$ cat config.mk
export PLATFORM = sky130hd
export DESIGN_NAME = rre_exec
export DESIGN_NICKNAME = d
export VERILOG_FILES = /design/src/include/rre_pkg.sv /design/src/include/rre_rot_if.sv /design/src/logic/rre_rotate.sv /design/src/logic/rre_exec.sv
export SDC_FILE = /design/constraint.sdc
export NUM_CORES = 1
export LEC_CHECK = 0
export ABC_AREA = 1
export ABC_CLOCK_PERIOD_IN_PS = 1500
export BUFFER_PORTS_ARGS = -buffer_cell sky130_fd_sc_hd__buf_2
export CORE_MARGIN = 2
export CORE_UTILIZATION = 42
export DETAILED_ROUTE_END_ITERATION = 8
export PLACE_DENSITY = 0.73
export SYNTH_ARGS = -nofsm -noshare
export SYNTH_HDL_FRONTEND = slang
export SYNTH_SLANG_ARGS = --single-unit
$ cat constraint.sdc
create_clock -name i_core_clk -period 1.5 [get_ports i_core_clk]
set_clock_uncertainty 0.1 [all_clocks]
set_input_delay 0.075 -clock i_core_clk [delete_from_list [all_inputs] [get_ports i_core_clk]]
set_output_delay 0.075 -clock i_core_clk [all_outputs]
set_load 0.01 [all_outputs]
$ cat src/include/rre_pkg.sv
// shared constants and types for the return and rotate execution block
package rre_pkg;
  // instruction word layout
  localparam int unsigned RRE_WORD_W = 14;
  localparam int unsigned RRE_OP_MSB = 13;
  localparam int unsigned RRE_OP_LSB = 8;
  localparam int unsigned RRE_DEST_BIT = 7;
  localparam int unsigned RRE_ADDR_W = 7;
  localparam int unsigned RRE_DATA_W = 8;
  // opcode field values of the four handled instructions
  localparam logic [5:0] RRE_OP_IRET = 6'h01;
  localparam logic [5:0] RRE_OP_RET = 6'h02;
  localparam logic [5:0] RRE_OP_LITRET = 6'h03;
  localparam logic [5:0] RRE_OP_ROTL = 6'h04;
  // destination select of the rotate
  localparam logic RRE_DEST_ACCUM = 1'b0;
  localparam logic RRE_DEST_REG = 1'b1;
  // bit of the interrupt control register that enables interrupts
  localparam int unsigned RRE_GIE_BIT = 7;
  // reset values
  localparam logic [7:0] RRE_ACCUM_RST = 8'h00;
  localparam logic RRE_CARRY_RST = 1'b0;
  localparam logic RRE_GIE_RST = 1'b0;

  typedef enum logic [0:0] {
    RRE_IDLE,
    RRE_FLUSH
  } rre_state_t;
endpackage

$ cat src/include/rre_rot_if.sv
// operand and result carrier between the executor and its rotator
`timescale 1ns/1ps
`default_nettype none
interface rre_rot_if;
  logic [7:0] src;
  logic carry_in;
  logic [7:0] result;
  logic carry_out;
  modport exec (output src, output carry_in, input result, input carry_out);
  modport rot (input src, input carry_in, output result, output carry_out);
endinterface // rre_rot_if
`default_nettype wire

$ cat src/logic/rre_rotate.sv
// left rotate of one data byte through the carry flag
`timescale 1ns/1ps
`default_nettype none
module rre_rotate
  import rre_pkg::*;
(
  rre_rot_if.rot rot
);
  // old carry enters bit 0, old bit 7 leaves as the new carry
  assign rot.result = {rot.src[6:0], rot.carry_in};
  assign rot.carry_out = rot.src[7];
endmodule // rre_rotate
`default_nettype wire

$ cat src/logic/rre_exec.sv
// execution logic for the three returns and the rotate left through carry
`timescale 1ns/1ps
`default_nettype none
// Functional notes
// - interrupt return pops the stack and loads its top entry into the pc.
// - interrupt return sets the global interrupt enable, touches no other flag.
// - interrupt return is one word and takes two instruction cycles.
// - literal return writes its 8-bit literal into the accumulator.
// - literal return loads pc from stack top; two cycles; no flags changed.
// - plain return pops stack into pc; two cycles; flags and enable unchanged.
// - rotate left: old carry into bit 0, old bit 7 into carry.
// - destination 0 writes accumulator, destination 1 writes the source register.
// - rotate addresses registers 0 to 127, changes only carry, one cycle.
module rre_exec
  import rre_pkg::*;
#(
  parameter int unsigned PC_W = 15
) (
  // clock and reset
  input wire logic i_core_clk,
  input wire logic i_rst,
  // instruction from fetch, with the addressed register's value
  input wire logic i_instr_valid,
  input wire logic [RRE_WORD_W-1:0] i_instr_word,
  input wire logic [RRE_DATA_W-1:0] i_src_data,
  // hardware stack top and interrupt entry
  input wire logic [PC_W-1:0] i_tos,
  input wire logic i_gie_clear,
  // handshake and pipeline control
  output logic o_ready,
  output logic o_flush,
  // stack and program counter
  output logic o_stack_pop,
  output logic o_pc_load,
  output logic [PC_W-1:0] o_pc_value,
  // register file write port
  output logic o_rf_we,
  output logic [RRE_ADDR_W-1:0] o_rf_addr,
  output logic [RRE_DATA_W-1:0] o_rf_wdata,
  // core state held here
  output logic [RRE_DATA_W-1:0] o_accum,
  output logic o_carry,
  output logic o_gie
);
  // refuse a program counter width below 1 or above 32
  if (PC_W < 1 || PC_W > 32) begin : g_chk
    $error("rre_exec: PC_W out of range");
  end

  typedef struct packed {
    rre_state_t state;
    logic ready;
    logic flush;
    logic pop;
    logic pc_load;
    logic [PC_W-1:0] pc_value;
    logic rf_we;
    logic [RRE_ADDR_W-1:0] rf_addr;
    logic [RRE_DATA_W-1:0] rf_wdata;
    logic [RRE_DATA_W-1:0] accum;
    logic carry;
    logic global_int_enable;
  } rre_regs_t;

  rre_regs_t r_q;
  rre_regs_t r_d;
  rre_rot_if rot_if ();
  logic take;
  logic [5:0] opcode;
  logic dest_sel;

  // decode fields of the presented word
  assign take = i_instr_valid && r_q.ready;
  assign opcode = i_instr_word[RRE_OP_MSB:RRE_OP_LSB];
  assign dest_sel = i_instr_word[RRE_DEST_BIT];
  assign rot_if.src = i_src_data;
  assign rot_if.carry_in = r_q.carry;

  rre_rotate u_rot (
    .rot(rot_if.rot)
  );

  // next state; pulses default low every cycle
  always_comb begin
    r_d = r_q;
    r_d.pop = 1'b0;
    r_d.pc_load = 1'b0;
    r_d.rf_we = 1'b0;
    r_d.flush = 1'b0;
    r_d.ready = 1'b1;
    r_d.state = RRE_IDLE;
    // interrupt entry clears the enable; a same-cycle return-set wins below
    if (i_gie_clear) begin
      r_d.global_int_enable = 1'b0;
    end
    unique case (r_q.state)
      RRE_IDLE: begin
        if (take) begin
          unique case (opcode)
            RRE_OP_IRET: begin
              r_d.pop = 1'b1;
              r_d.pc_load = 1'b1;
              r_d.pc_value = i_tos;
              r_d.global_int_enable = 1'b1;
              r_d.state = RRE_FLUSH;
              r_d.ready = 1'b0;
              r_d.flush = 1'b1;
            end
            RRE_OP_LITRET: begin
              r_d.accum = i_instr_word[RRE_DATA_W-1:0];
              r_d.pop = 1'b1;
              r_d.pc_load = 1'b1;
              r_d.pc_value = i_tos;
              r_d.state = RRE_FLUSH;
              r_d.ready = 1'b0;
              r_d.flush = 1'b1;
            end
            RRE_OP_RET: begin
              r_d.pop = 1'b1;
              r_d.pc_load = 1'b1;
              r_d.pc_value = i_tos;
              r_d.state = RRE_FLUSH;
              r_d.ready = 1'b0;
              r_d.flush = 1'b1;
            end
            RRE_OP_ROTL: begin
              // only the carry flag moves; finishes in this one cycle
              r_d.carry = rot_if.carry_out;
              if (dest_sel == RRE_DEST_ACCUM) begin
                r_d.accum = rot_if.result;
              end else begin
                r_d.rf_we = 1'b1;
                r_d.rf_addr = i_instr_word[RRE_ADDR_W-1:0];
                r_d.rf_wdata = rot_if.result;
              end
            end
            default: begin
              // other opcodes belong to the rest of the core
            end
          endcase
        end
      end
      RRE_FLUSH: begin
        // prefetched word is dropped; only an interrupt entry can still clear the enable this cycle
        r_d.ready = 1'b1;
      end
    endcase
  end

  // single state register
  always_ff @(posedge i_core_clk or posedge i_rst) begin
    if (i_rst) begin
      r_q <= '{state: RRE_IDLE, ready: 1'b1, flush: 1'b0, pop: 1'b0, pc_load: 1'b0,
               pc_value: '0, rf_we: 1'b0, rf_addr: '0, rf_wdata: '0,
               accum: RRE_ACCUM_RST, carry: RRE_CARRY_RST, global_int_enable: RRE_GIE_RST};
    end else begin
      r_q <= r_d;
    end
  end

  // outputs straight from the state register
  assign o_ready = r_q.ready;
  assign o_flush = r_q.flush;
  assign o_stack_pop = r_q.pop;
  assign o_pc_load = r_q.pc_load;
  assign o_pc_value = r_q.pc_value;
  assign o_rf_we = r_q.rf_we;
  assign o_rf_addr = r_q.rf_addr;
  assign o_rf_wdata = r_q.rf_wdata;
  assign o_accum = r_q.accum;
  assign o_carry = r_q.carry;
  assign o_gie = r_q.global_int_enable;

  logic take_iret;
  logic take_lit;
  logic take_ret;
  logic take_rot;
  assign take_iret = take && opcode == RRE_OP_IRET;
  assign take_lit = take && opcode == RRE_OP_LITRET;
  assign take_ret = take && opcode == RRE_OP_RET;
  assign take_rot = take && opcode == RRE_OP_ROTL;
endmodule // rre_exec
`default_nettype wire

## Yosys cells after proc, flatten, opt, wreduce, memory -nomap -nowiden

Index checks and enable logic that the tools add are counted.

- Equal/unequal tests: 5
- Multiplexer cells: 12
- Bitwise operators: 1
- Reduce and logical (&&, ||, !) cells: 7

Operator list:

| cell | count |
|---|---|
| 2-to-1 mux 46 bit | 1 |
| 2-to-1 mux 44 bit | 1 |
| 2-to-1 mux 16 bit | 2 |
| 2-to-1 mux 20 bit | 1 |
| one-hot mux 8 bit (2 select lines) | 1 |
| == test 6 x 2 -> 1 bit, second input constant | 2 |
| 2-to-1 mux 8 bit | 1 |
| AND reduction 4 bit | 2 |
| == test 6 x 1 -> 1 bit, second input constant | 1 |
| == test 6 x 3 -> 1 bit, second input constant | 1 |
| AND reduction 3 bit | 2 |
| 2-to-1 mux 1 bit | 4 |
| OR reduction 3 bit | 1 |
| != test 2 bit, second input constant | 1 |
| one-hot mux 1 bit (2 select lines) | 1 |
| nonzero test 2 bit | 1 |
| logical AND 1 bit | 1 |
| NOT 1 bit | 1 |

- Bits in registers: 46
- Input port bits: 41

## Longest topological paths before layout

Gate-level depths: netlist (run 1).

- Word-level depth: 5
- Mapped depth: 8

## Hierarchy

A second synthesis (run 1) with hierarchy kept.

- Cells, all modules: 230
- Area total of the unflattened synthesis: 1,930.6 um2

By module, submodules not included:

| module | times used | cells an instance | area each (um2) | seq. area each (um2) |
|---|---|---|---|---|
| rre_exec | 1 | 221 | 1,863.0 | 1,077.3 |
| rre_rotate | 1 | 9 | 67.6 | 0.0 |

## Worst setup path before layout (run 1)

Ideal clock, no wire load.

- Path kind: register -> register
- Start point: register r_q, in the netlist o_ready
- End point: register r_q, in the netlist o_accum[0]
- Arrival: 1.344 ns
- Data required time: 1.282 ns
- Slack: -0.062 ns
- Stages on the path, launching flop included: 7
- Path buffers: 1
- Path through: dfstp_2 nand2_1 nor2_1 buf_4 nand3_1 nand3_1 nand2_1

- Word-level cells in the longest chain between the ends: 2

RTL lines:

| element | line | text |
|---|---|---|
| start, declared | rre_exec.sv:65 | `rre_regs_t r_q;` |
| start signal, assigned | rre_exec.sv:153 | `r_q <= '{state: RRE_IDLE, ready: 1'b1, flush: 1'b0, pop: 1'b0, pc_load: 1'b0,` |
| start signal, assigned | rre_exec.sv:157 | `r_q <= r_d;` |
| logical AND 1 bit | rre_exec.sv:73 | `assign take = i_instr_valid && r_q.ready;` |
| AND reduction 4 bit (no source line) | n/a |  |

No other way between the ends.
A chain may end at the register's enable or synchronous reset.

## Worst setup path in the final report (run 1)

- Start point: register r_q, in the netlist o_ready
- End point: register r_q, in the netlist o_pc_value[3]

- Word-level cells in the longest chain between the ends: 2

RTL lines:

| element | line |
|---|---|
| logical AND 1 bit | rre_exec.sv:73 |
| AND reduction 3 bit (no source line) | n/a |

No other way between the ends.

==> metrics.md, run 1 <==
| Metric | Value |
|---|---|
| Status | `finished, violations left` |
| Failing checks | `setup timing` |
| Initial DRC count | `between 90 and 100` |
| Post-Syn Area | `1901 µm²` |
| Post-DRT Antenna Nets | `0` |
| Remaining global-route overflow | `0` |
| Pwr per Cell Area | `956.7 nW/µm²` |
| Area contributors post-synth | `dfrtp_1, nand2_1, nand3_1` |
| I/O Buffers | `85` |
| Asr flop ratio synth | `100.0%` |
| Synth Instances | `223` |
| CP max FO | `8` |
| Critical Path RT | `between 1.5 and 2 ns` |
| Final Hold Vio Count | `0` |
| Power Internal | `1.991 mW` |
| Number of synthesized register bits | `43` |
| Area of the multi-input gates | `773.2 µm²` |
| Post-DP HPWL | `approximately 3500 µm` |
| Most instantiated library cell after synthesis | `nand2_1` |
| Via count | `1894` |
| Pin count of the biggest net entering global routing | `20` |
| I/O pin count | `86` |
| Max-cap violations | `0` |
| Critical path origin | `o_ready$_DFF_PP1_` |
| CTS tree | `yes` |
| Reg2reg setup slack | `-0.04 ns` |
| Clk pwr share | `a little over a quarter` |
| Final min period | `1.543 ns` |
| Root Driver | `clkbuf_8` |
| Clock buffer count from CTS | `5` |
| Maximum clock rate | `0.6480 GHz` |
| Worst-margin pin slew | `approximately 0.64 ns` |
| CP Class | `register to register` |
| Sw Share | `approximately 29%` |
| Routed WL per cell | `12.68 µm` |
| Main synth FF type | `dfrtp_1` |
| Core Region | `4354 µm²` |
| Sw power | `approximately 800 µW` |
| Tot Pwr | `between 2 and 3 mW` |
| Area grow syn2layout | `53.79%` |
| Inst Count DP | `approximately 360` |
| First-pass GRT wire length | `8252 µm` |
| Hold Path Class | `input pin to register` |
| Crit path capture | `o_pc_value[3]$_DFFE_PP0P_` |
| Chip Height | `71.27 µm` |
| Top cell type's share of synthesized area | `55.30%` |
| Crit path arrival time | `1.67 ns` |
| CP startpoint kind | `register` |
| Die area | `~5100 µm²` |
| Initial antenna violation count | `0` |
| Synth Net Count | `264` |
| Post-synthesis sequential area ratio | `a little under three fifths` |
| Vias in the first global route | `1873` |
| RSZ-0062 raised after global routing | `true` |
| DRC viols | `0` |
| FF-to-FF Start | `o_ready$_DFF_PP1_` |
| H-tree Lvls | `2` |
| Seq pwr share | `50.6%` |
| Final cycle utilization of the critical path | `102.9%` |
| CTS Sinks | `43` |
| Number of core rows | `24` |
| Via/cell ratio | `4.665` |
| Commonest cells in the netlist | `nand2_1, dfrtp_1, nand3_1, nand4_1, inv_1` |
| Post-synth EDFFs | `0` |
| Slack of the critical path | `-0.04324 ns` |
| LEAKAGE | `about 1.7 nW` |
| Gate power share | `22.9%` |
| Peak VDD IR | `529.0 µV` |
| FF/Latch Area | `1077 µm²` |
| Final setup TNS | `-0.5513 ns` |
| Post-place setup slack | `-0.03058 ns` |
| Total Wirelength | `5150 µm` |
| FILL cells | `357` |
| Setup-failing EPs final | `23` |
| Worst-case reg-to-reg path depth | `7` |
| Post-Layout Cell Count | `about 410` |
| Warnings from Yosys | `0` |
| Layout cells sized above 1 | `37.57%` |
| Deepest clock path buffer count | `2` |
| Antenna cell count | `0` |
| Die width | `roughly 71 µm` |
| Routability cong. | `0.7703` |
| Gr usage total | `20.66%` |
| Fin nets | `between 300 and 400` |
| Synth unique cells | `19` |
| Effective utilization at floorplan | `~44%` |
| Reg-to-reg endpoint | `o_pc_value[3]$_DFFE_PP0P_` |
| Worst rel slew slack | `between 50% and 60%` |
| Clock transition at path regs | `0.08 ns` |
| Area leader, netlist | `dfrtp_1` |
| Crit. End Element | `register` |
| Fin. max-slew vios | `0` |
| Synthesized area per cell | `roughly 8.5 µm²` |
| Pre-antenna DRT Iters | `4` |
| Worst skew pair latency | `0.29 ns` |
critical path, stage by stage, from the launching register on:
cell     delay [ns]
dfstp_2        0.56
nand2_4        0.06
nor3_4         0.18
nand2_2        0.08
nor2_4         0.22
buf_6          0.17
nand2_1        0.05
nand2_1        0.06
state kept, by name, summed over array words and instances (netlist names):
register    flops
o_pc_value     15
o_ready         1
o_rf_we         1
o_accum         8
o_gie           1
o_rf_wdata      8
o_carry         1
o_flush         1
o_rf_addr       7
placed cells by master (no fill, tap or decap), drive strengths merged:
cell type,instances
nand3,21
clkinv,2
nor3,2
dfstp,1
o21ai,1
nand2,119
inv,8
dlygate4sd3,34
dfrtp,42
clkbuf,6
o22ai,1
nor2,7
nand4,10
a21oi,1
buf,99
cell type report:
class | instances | share of cell area, %
clock buffers | 6 | 2.825
multi-input cells | 162 | 26.46
well taps | 52 | 2.226
inverters | 9 | 1.413
clock inverters | 1 | 0.1712
repair buffers | 133 | 30.05
flip-flops and latches | 43 | 36.86
power by group through the flow:
stage / clock network [mW] / registers [mW] / logic [mW]
after global routing: 0.808 / 1.44 / 0.721
after CTS: 0.749 / 1.41 / 0.626
after detailed placement: 0 / 1.43 / 0.559
after global placement: 0 / 1.43 / 0.545
after floorplan: 0 / 1.51 / 0.196
final: 0.741 / 1.41 / 0.641
stage by stage:
stage / area (µm²) / utilization, % / hold slack, ns
floorplan: 1911 / - / 0.07387
global placement: 2416 / 55.49 / 0.006670
detailed placement: 2416 / 55.49 / 0.01234
CTS: 2855 / 65.57 / 0.02140
global route: 2923 / 67.13 / 0.04121
finish: 2923 / 67.13 / 0.04343
repair_timing:
action                     CTS  global route
cloned                       0             0
setup endpoints to repair   19            37
pin swaps                    0            10
hold buffers                34             0
hold endpoints to repair    47             0
resized for setup            3            15
buffers inserted             0             3
logic make-up (layout without fill, tap and decap cells):
logic type             count (synthesis)  in the layout  share of synthesized area (%)
buffers and inverters                 18            149                          5.332
AOI/OAI and AO/OA                      3              3                         0.8555
and+or+nand+nor                      159            159                          37.13
DFF                                   43             43                          56.68
per-layer routing:
layer  up-vias  share of wire (%)  track usage [%]
met4         0               0.93            6.080
li1        968                  -                -
met2        63                 48            34.98
met3         6                6.9            6.470
met1       857                 44            25.46
met5         -                  0                0
worst min path at each step:
stage	from	end	depth (start not counted)
after floorplan	i_gie_clear	o_gie$_DFF_PP0_	1
after global placement	i_rst	o_pc_value[10]$_DFFE_PP0P_	2
after detailed placement	i_rst	o_pc_value[9]$_DFFE_PP0P_	2
after CTS	i_instr_word[13]	o_gie$_DFF_PP0_	4
after global routing	i_instr_word[13]	o_gie$_DFF_PP0_	4
final	i_instr_word[7]	o_rf_we$_DFF_PP0_	3
(Power assumes the default switching activity.)
==> inputs of run 2 (changes only) <==
--- a/config.mk
+++ b/config.mk
@@ -11,7 +11,8 @@
 export CORE_MARGIN = 2
 export CORE_UTILIZATION = 42
 export DETAILED_ROUTE_END_ITERATION = 8
-export PLACE_DENSITY = 0.73
+export PLACE_DENSITY = 0.72
 export SYNTH_ARGS = -nofsm -noshare
 export SYNTH_HDL_FRONTEND = slang
+export SYNTH_HIERARCHICAL = 1
 export SYNTH_SLANG_ARGS = --single-unit
==> run 2 against run 1 <==
The run now ends clean; critical path depth fell by 1; clock power rose by 6.5%; maximum frequency rose by 8.3%; area after synthesis rose by 1.6%; global-route usage fell by 0.86 points; setup slack improved by 0.12 ns; flip-flop and latch count did not move; routed wire length fell by 8.3%; hold slack improved by 0.0085 ns; non-clock buffer count fell by 5; largest cell class unchanged.
==> metrics.md, run 2 <==
| Metric | Value |
|---|---|
| RSZ-0062 raised after global routing | `false` |
| Global Route met2 Usage | `around 31%` |
| Die width | `71.80 µm` |
| Layout cells sized above 1 | `~33%` |
| CP max FO | `15` |
| Final cycle utilization of the critical path | `between 90% and 100%` |
| Hold Path Class | `input pin to register` |
| Synth Instances | `230` |
| Chip Height | `71.80 µm` |
| Root Driver | `clkbuf_8` |
| GR Util met1 | `26.63%` |
| Initial DRC count | `102` |
| Crit path arrival time | `1.51 ns` |
| Top cell type's share of synthesized area | `54.44%` |
| Post-DRT Antenna Nets | `0` |
| Main synth FF type | `dfrtp_1` |
| Vias in the first global route | `around 1800` |
| Max-cap violations | `0` |
| LEAKAGE | `1.668 nW` |
| Synthesized area per cell | `between 8 and 9 µm²` |
| Total Wirelength | `4721 µm` |
| CP Class | `register to register` |
| Commonest non-fill, non-tap cell in the layout | `nand2_1` |
| First-pass GRT wire length | `~8000 µm` |
| Worst skew pair latency | `0.29 ns` |
| Area contributors post-synth | `dfrtp_1, nand2_1, nand3_1` |
| Hold Worst Slack | `0.05193 ns` |
| Finished Core Util | `65.21%` |
| Via/cell ratio | `4.579` |
| Met3 usage | `6.470%` |
| Pre-antenna DRT Iters | `4` |
| Antenna cell count | `0` |
| Most instantiated library cell after synthesis | `nand2_1` |
| Most frequent cells in the layout | `nand2_1, buf_2, dfrtp_1` |
| Critical path origin | `o_ready$_DFF_PP1_` |
| Placed inst area | `between 2000 and 2500 µm²` |
| Clock transition at path regs | `0.08 ns` |
| Asr flop ratio synth | `100.0%` |
| Post-route cell area | `2859 µm²` |
| Synth unique cells | `18` |
| Initial antenna violation count | `0` |
| DRC viols | `0` |
| Hold Startpoint | `i_instr_word[7]` |
| Number of synthesized register bits | `43` |
| CTS tree | `yes` |
| Area leader, netlist | `dfrtp_1` |
| Status | `complete, no violations` |
| Final setup TNS | `0 ns` |
| Synth Net Count | `271` |
| Routed WL per cell | `between 10 and 15 µm` |
| Inst Count DP | `358` |
| Setup-failing EPs final | `0` |
| CTS Sinks | `43` |
| Peak VDD IR | `622.5 µV` |
| Remaining global-route overflow | `0` |
| Slack of the critical path | `0.07479 ns` |
| Fin nets | `between 300 and 400` |
| Die area | `5155 µm²` |
| Clock buffer count from CTS | `5` |
| Maximum clock rate | `0.7017 GHz` |
| Worst-margin pin slew | `between 0.3 and 0.4 ns` |
| Pin count of the biggest net entering global routing | `44` |
| Post-DP HPWL | `3213 µm` |
| H-tree Lvls | `2` |
| Commonest cells in the netlist | `nand2_1, dfrtp_1, nand3_1, buf_4, inv_1` |
| CP startpoint kind | `register` |
| Core Region | `4384 µm²` |
| Post-Layout Cell Count | `roughly 400` |
| I/O pin count | `86` |
| Final min period | `between 1 and 1.5 ns` |
| Gr usage total | `19.80%` |
| FF-to-FF Start | `o_ready$_DFF_PP1_` |
| I/O Buffers | `85` |
| Post-place setup slack | `-0.03164 ns` |
| Deepest clock path buffer count | `2` |
| Via count | `1836` |
| Tot Pwr | `around 2.8 mW` |
| Post-synth EDFFs | `0` |
| Gr busiest metal | `met2` |
| Worst rel slew slack | `79.73%` |
| Number of core rows | `24` |
| Post-synthesis sequential area ratio | `55.80%` |
| Warnings from Yosys | `6` |
| Fin. max-slew vios | `0` |
| Max FFs per register | `15` |
| Pwr per Cell Area | `982.5 nW/µm²` |
| Area grow syn2layout | `48.09%` |
| Effective utilization at floorplan | `around 44%` |
| Crit. End Element | `register` |
| Post-Syn Area | `1931 µm²` |
| Final Hold Vio Count | `0` |
| Routability cong. | `0.7968` |
| Critical Path RT | `1.58 ns` |
-- run 2: changes by cell type after synthesis --
cell	delta
nand2_1	+9
nand4_1	-8
inv_1	+1
nand3_2	-1
inv_2	-2
nor2_4	-1
nand3_4	+1
nand3_1	+1
a21oi_1	-1
o21ai_2	+1
clkinv_2	+1
buf_4	+8
nor3_2	-2
-- run 2: cells by family after synthesis --
logic type             Yosys count  share of synthesized area, %
AO/OA/AOI/OAI                    3                         1.037
buffers and inverters           26                         8.425
flip-flops                      43                         55.80
AND/OR/NAND/NOR                158                         34.74
-- run 2: worst max-delay path, stage by stage (launching register included) --
cell and delay [ns]:
dfstp_2 0.54, nand3_2 0.12, nor2_4 0.15, o21ai_2 0.11, buf_6 0.18, nand2_1 0.07
nand2_1 0.05
-- run 2: routing by layer --
| layer | vias to the layer above | wire [µm] |
|---|---|---|
| met2 | 70 | 2115 |
| met4 | 0 | 54 |
| met1 | 824 | 2129 |
| met3 | 6 | 421 |
| li1 | 936 | - |
| met5 | - | 0 |
-- run 2: repair_timing --
item	CTS	global route
pin swaps	0	2
endpoints found under the setup margin	8	39
buffers inserted	0	2
gates resized for setup	1	11
hold buffers	34	0
endpoints found under the hold margin	76	0
-- run 2: area by class of cell --
cell class	instances	area, µm²
tap	52	65.06
clock buffer	8	100.1
sequential	43	1077
timing repair buffer	128	862.1
inverter	9	38.79
fill	376	1525
multi-input combinational	161	715.7
-- run 2: path summary, 6_finish.rpt --
path | end | slack, ns | cells after the start
hold reg to reg | o_rf_addr[0]$_DFFE_PP0P_ | 0.37 | 2
hold / removal | o_rf_we$_DFF_PP0_ | 0.05 | 3
setup / recovery | o_pc_value[10]$_DFFE_PP0P_ | 0.07 | 6
min in group asynchronous | o_rf_wdata[3]$_DFFE_PP0P_ | 0.26 | 4
max in group asynchronous | o_ready$_DFF_PP1_ | 0.77 | 4
setup reg to reg | o_pc_value[10]$_DFFE_PP0P_ | 0.07 | 6
-- run 2: where the power goes --
part | switching, mW | internal, mW
sequential | 0.0920 | 1.32
combinational | 0.309 | 0.301
clock | 0.369 | 0.420
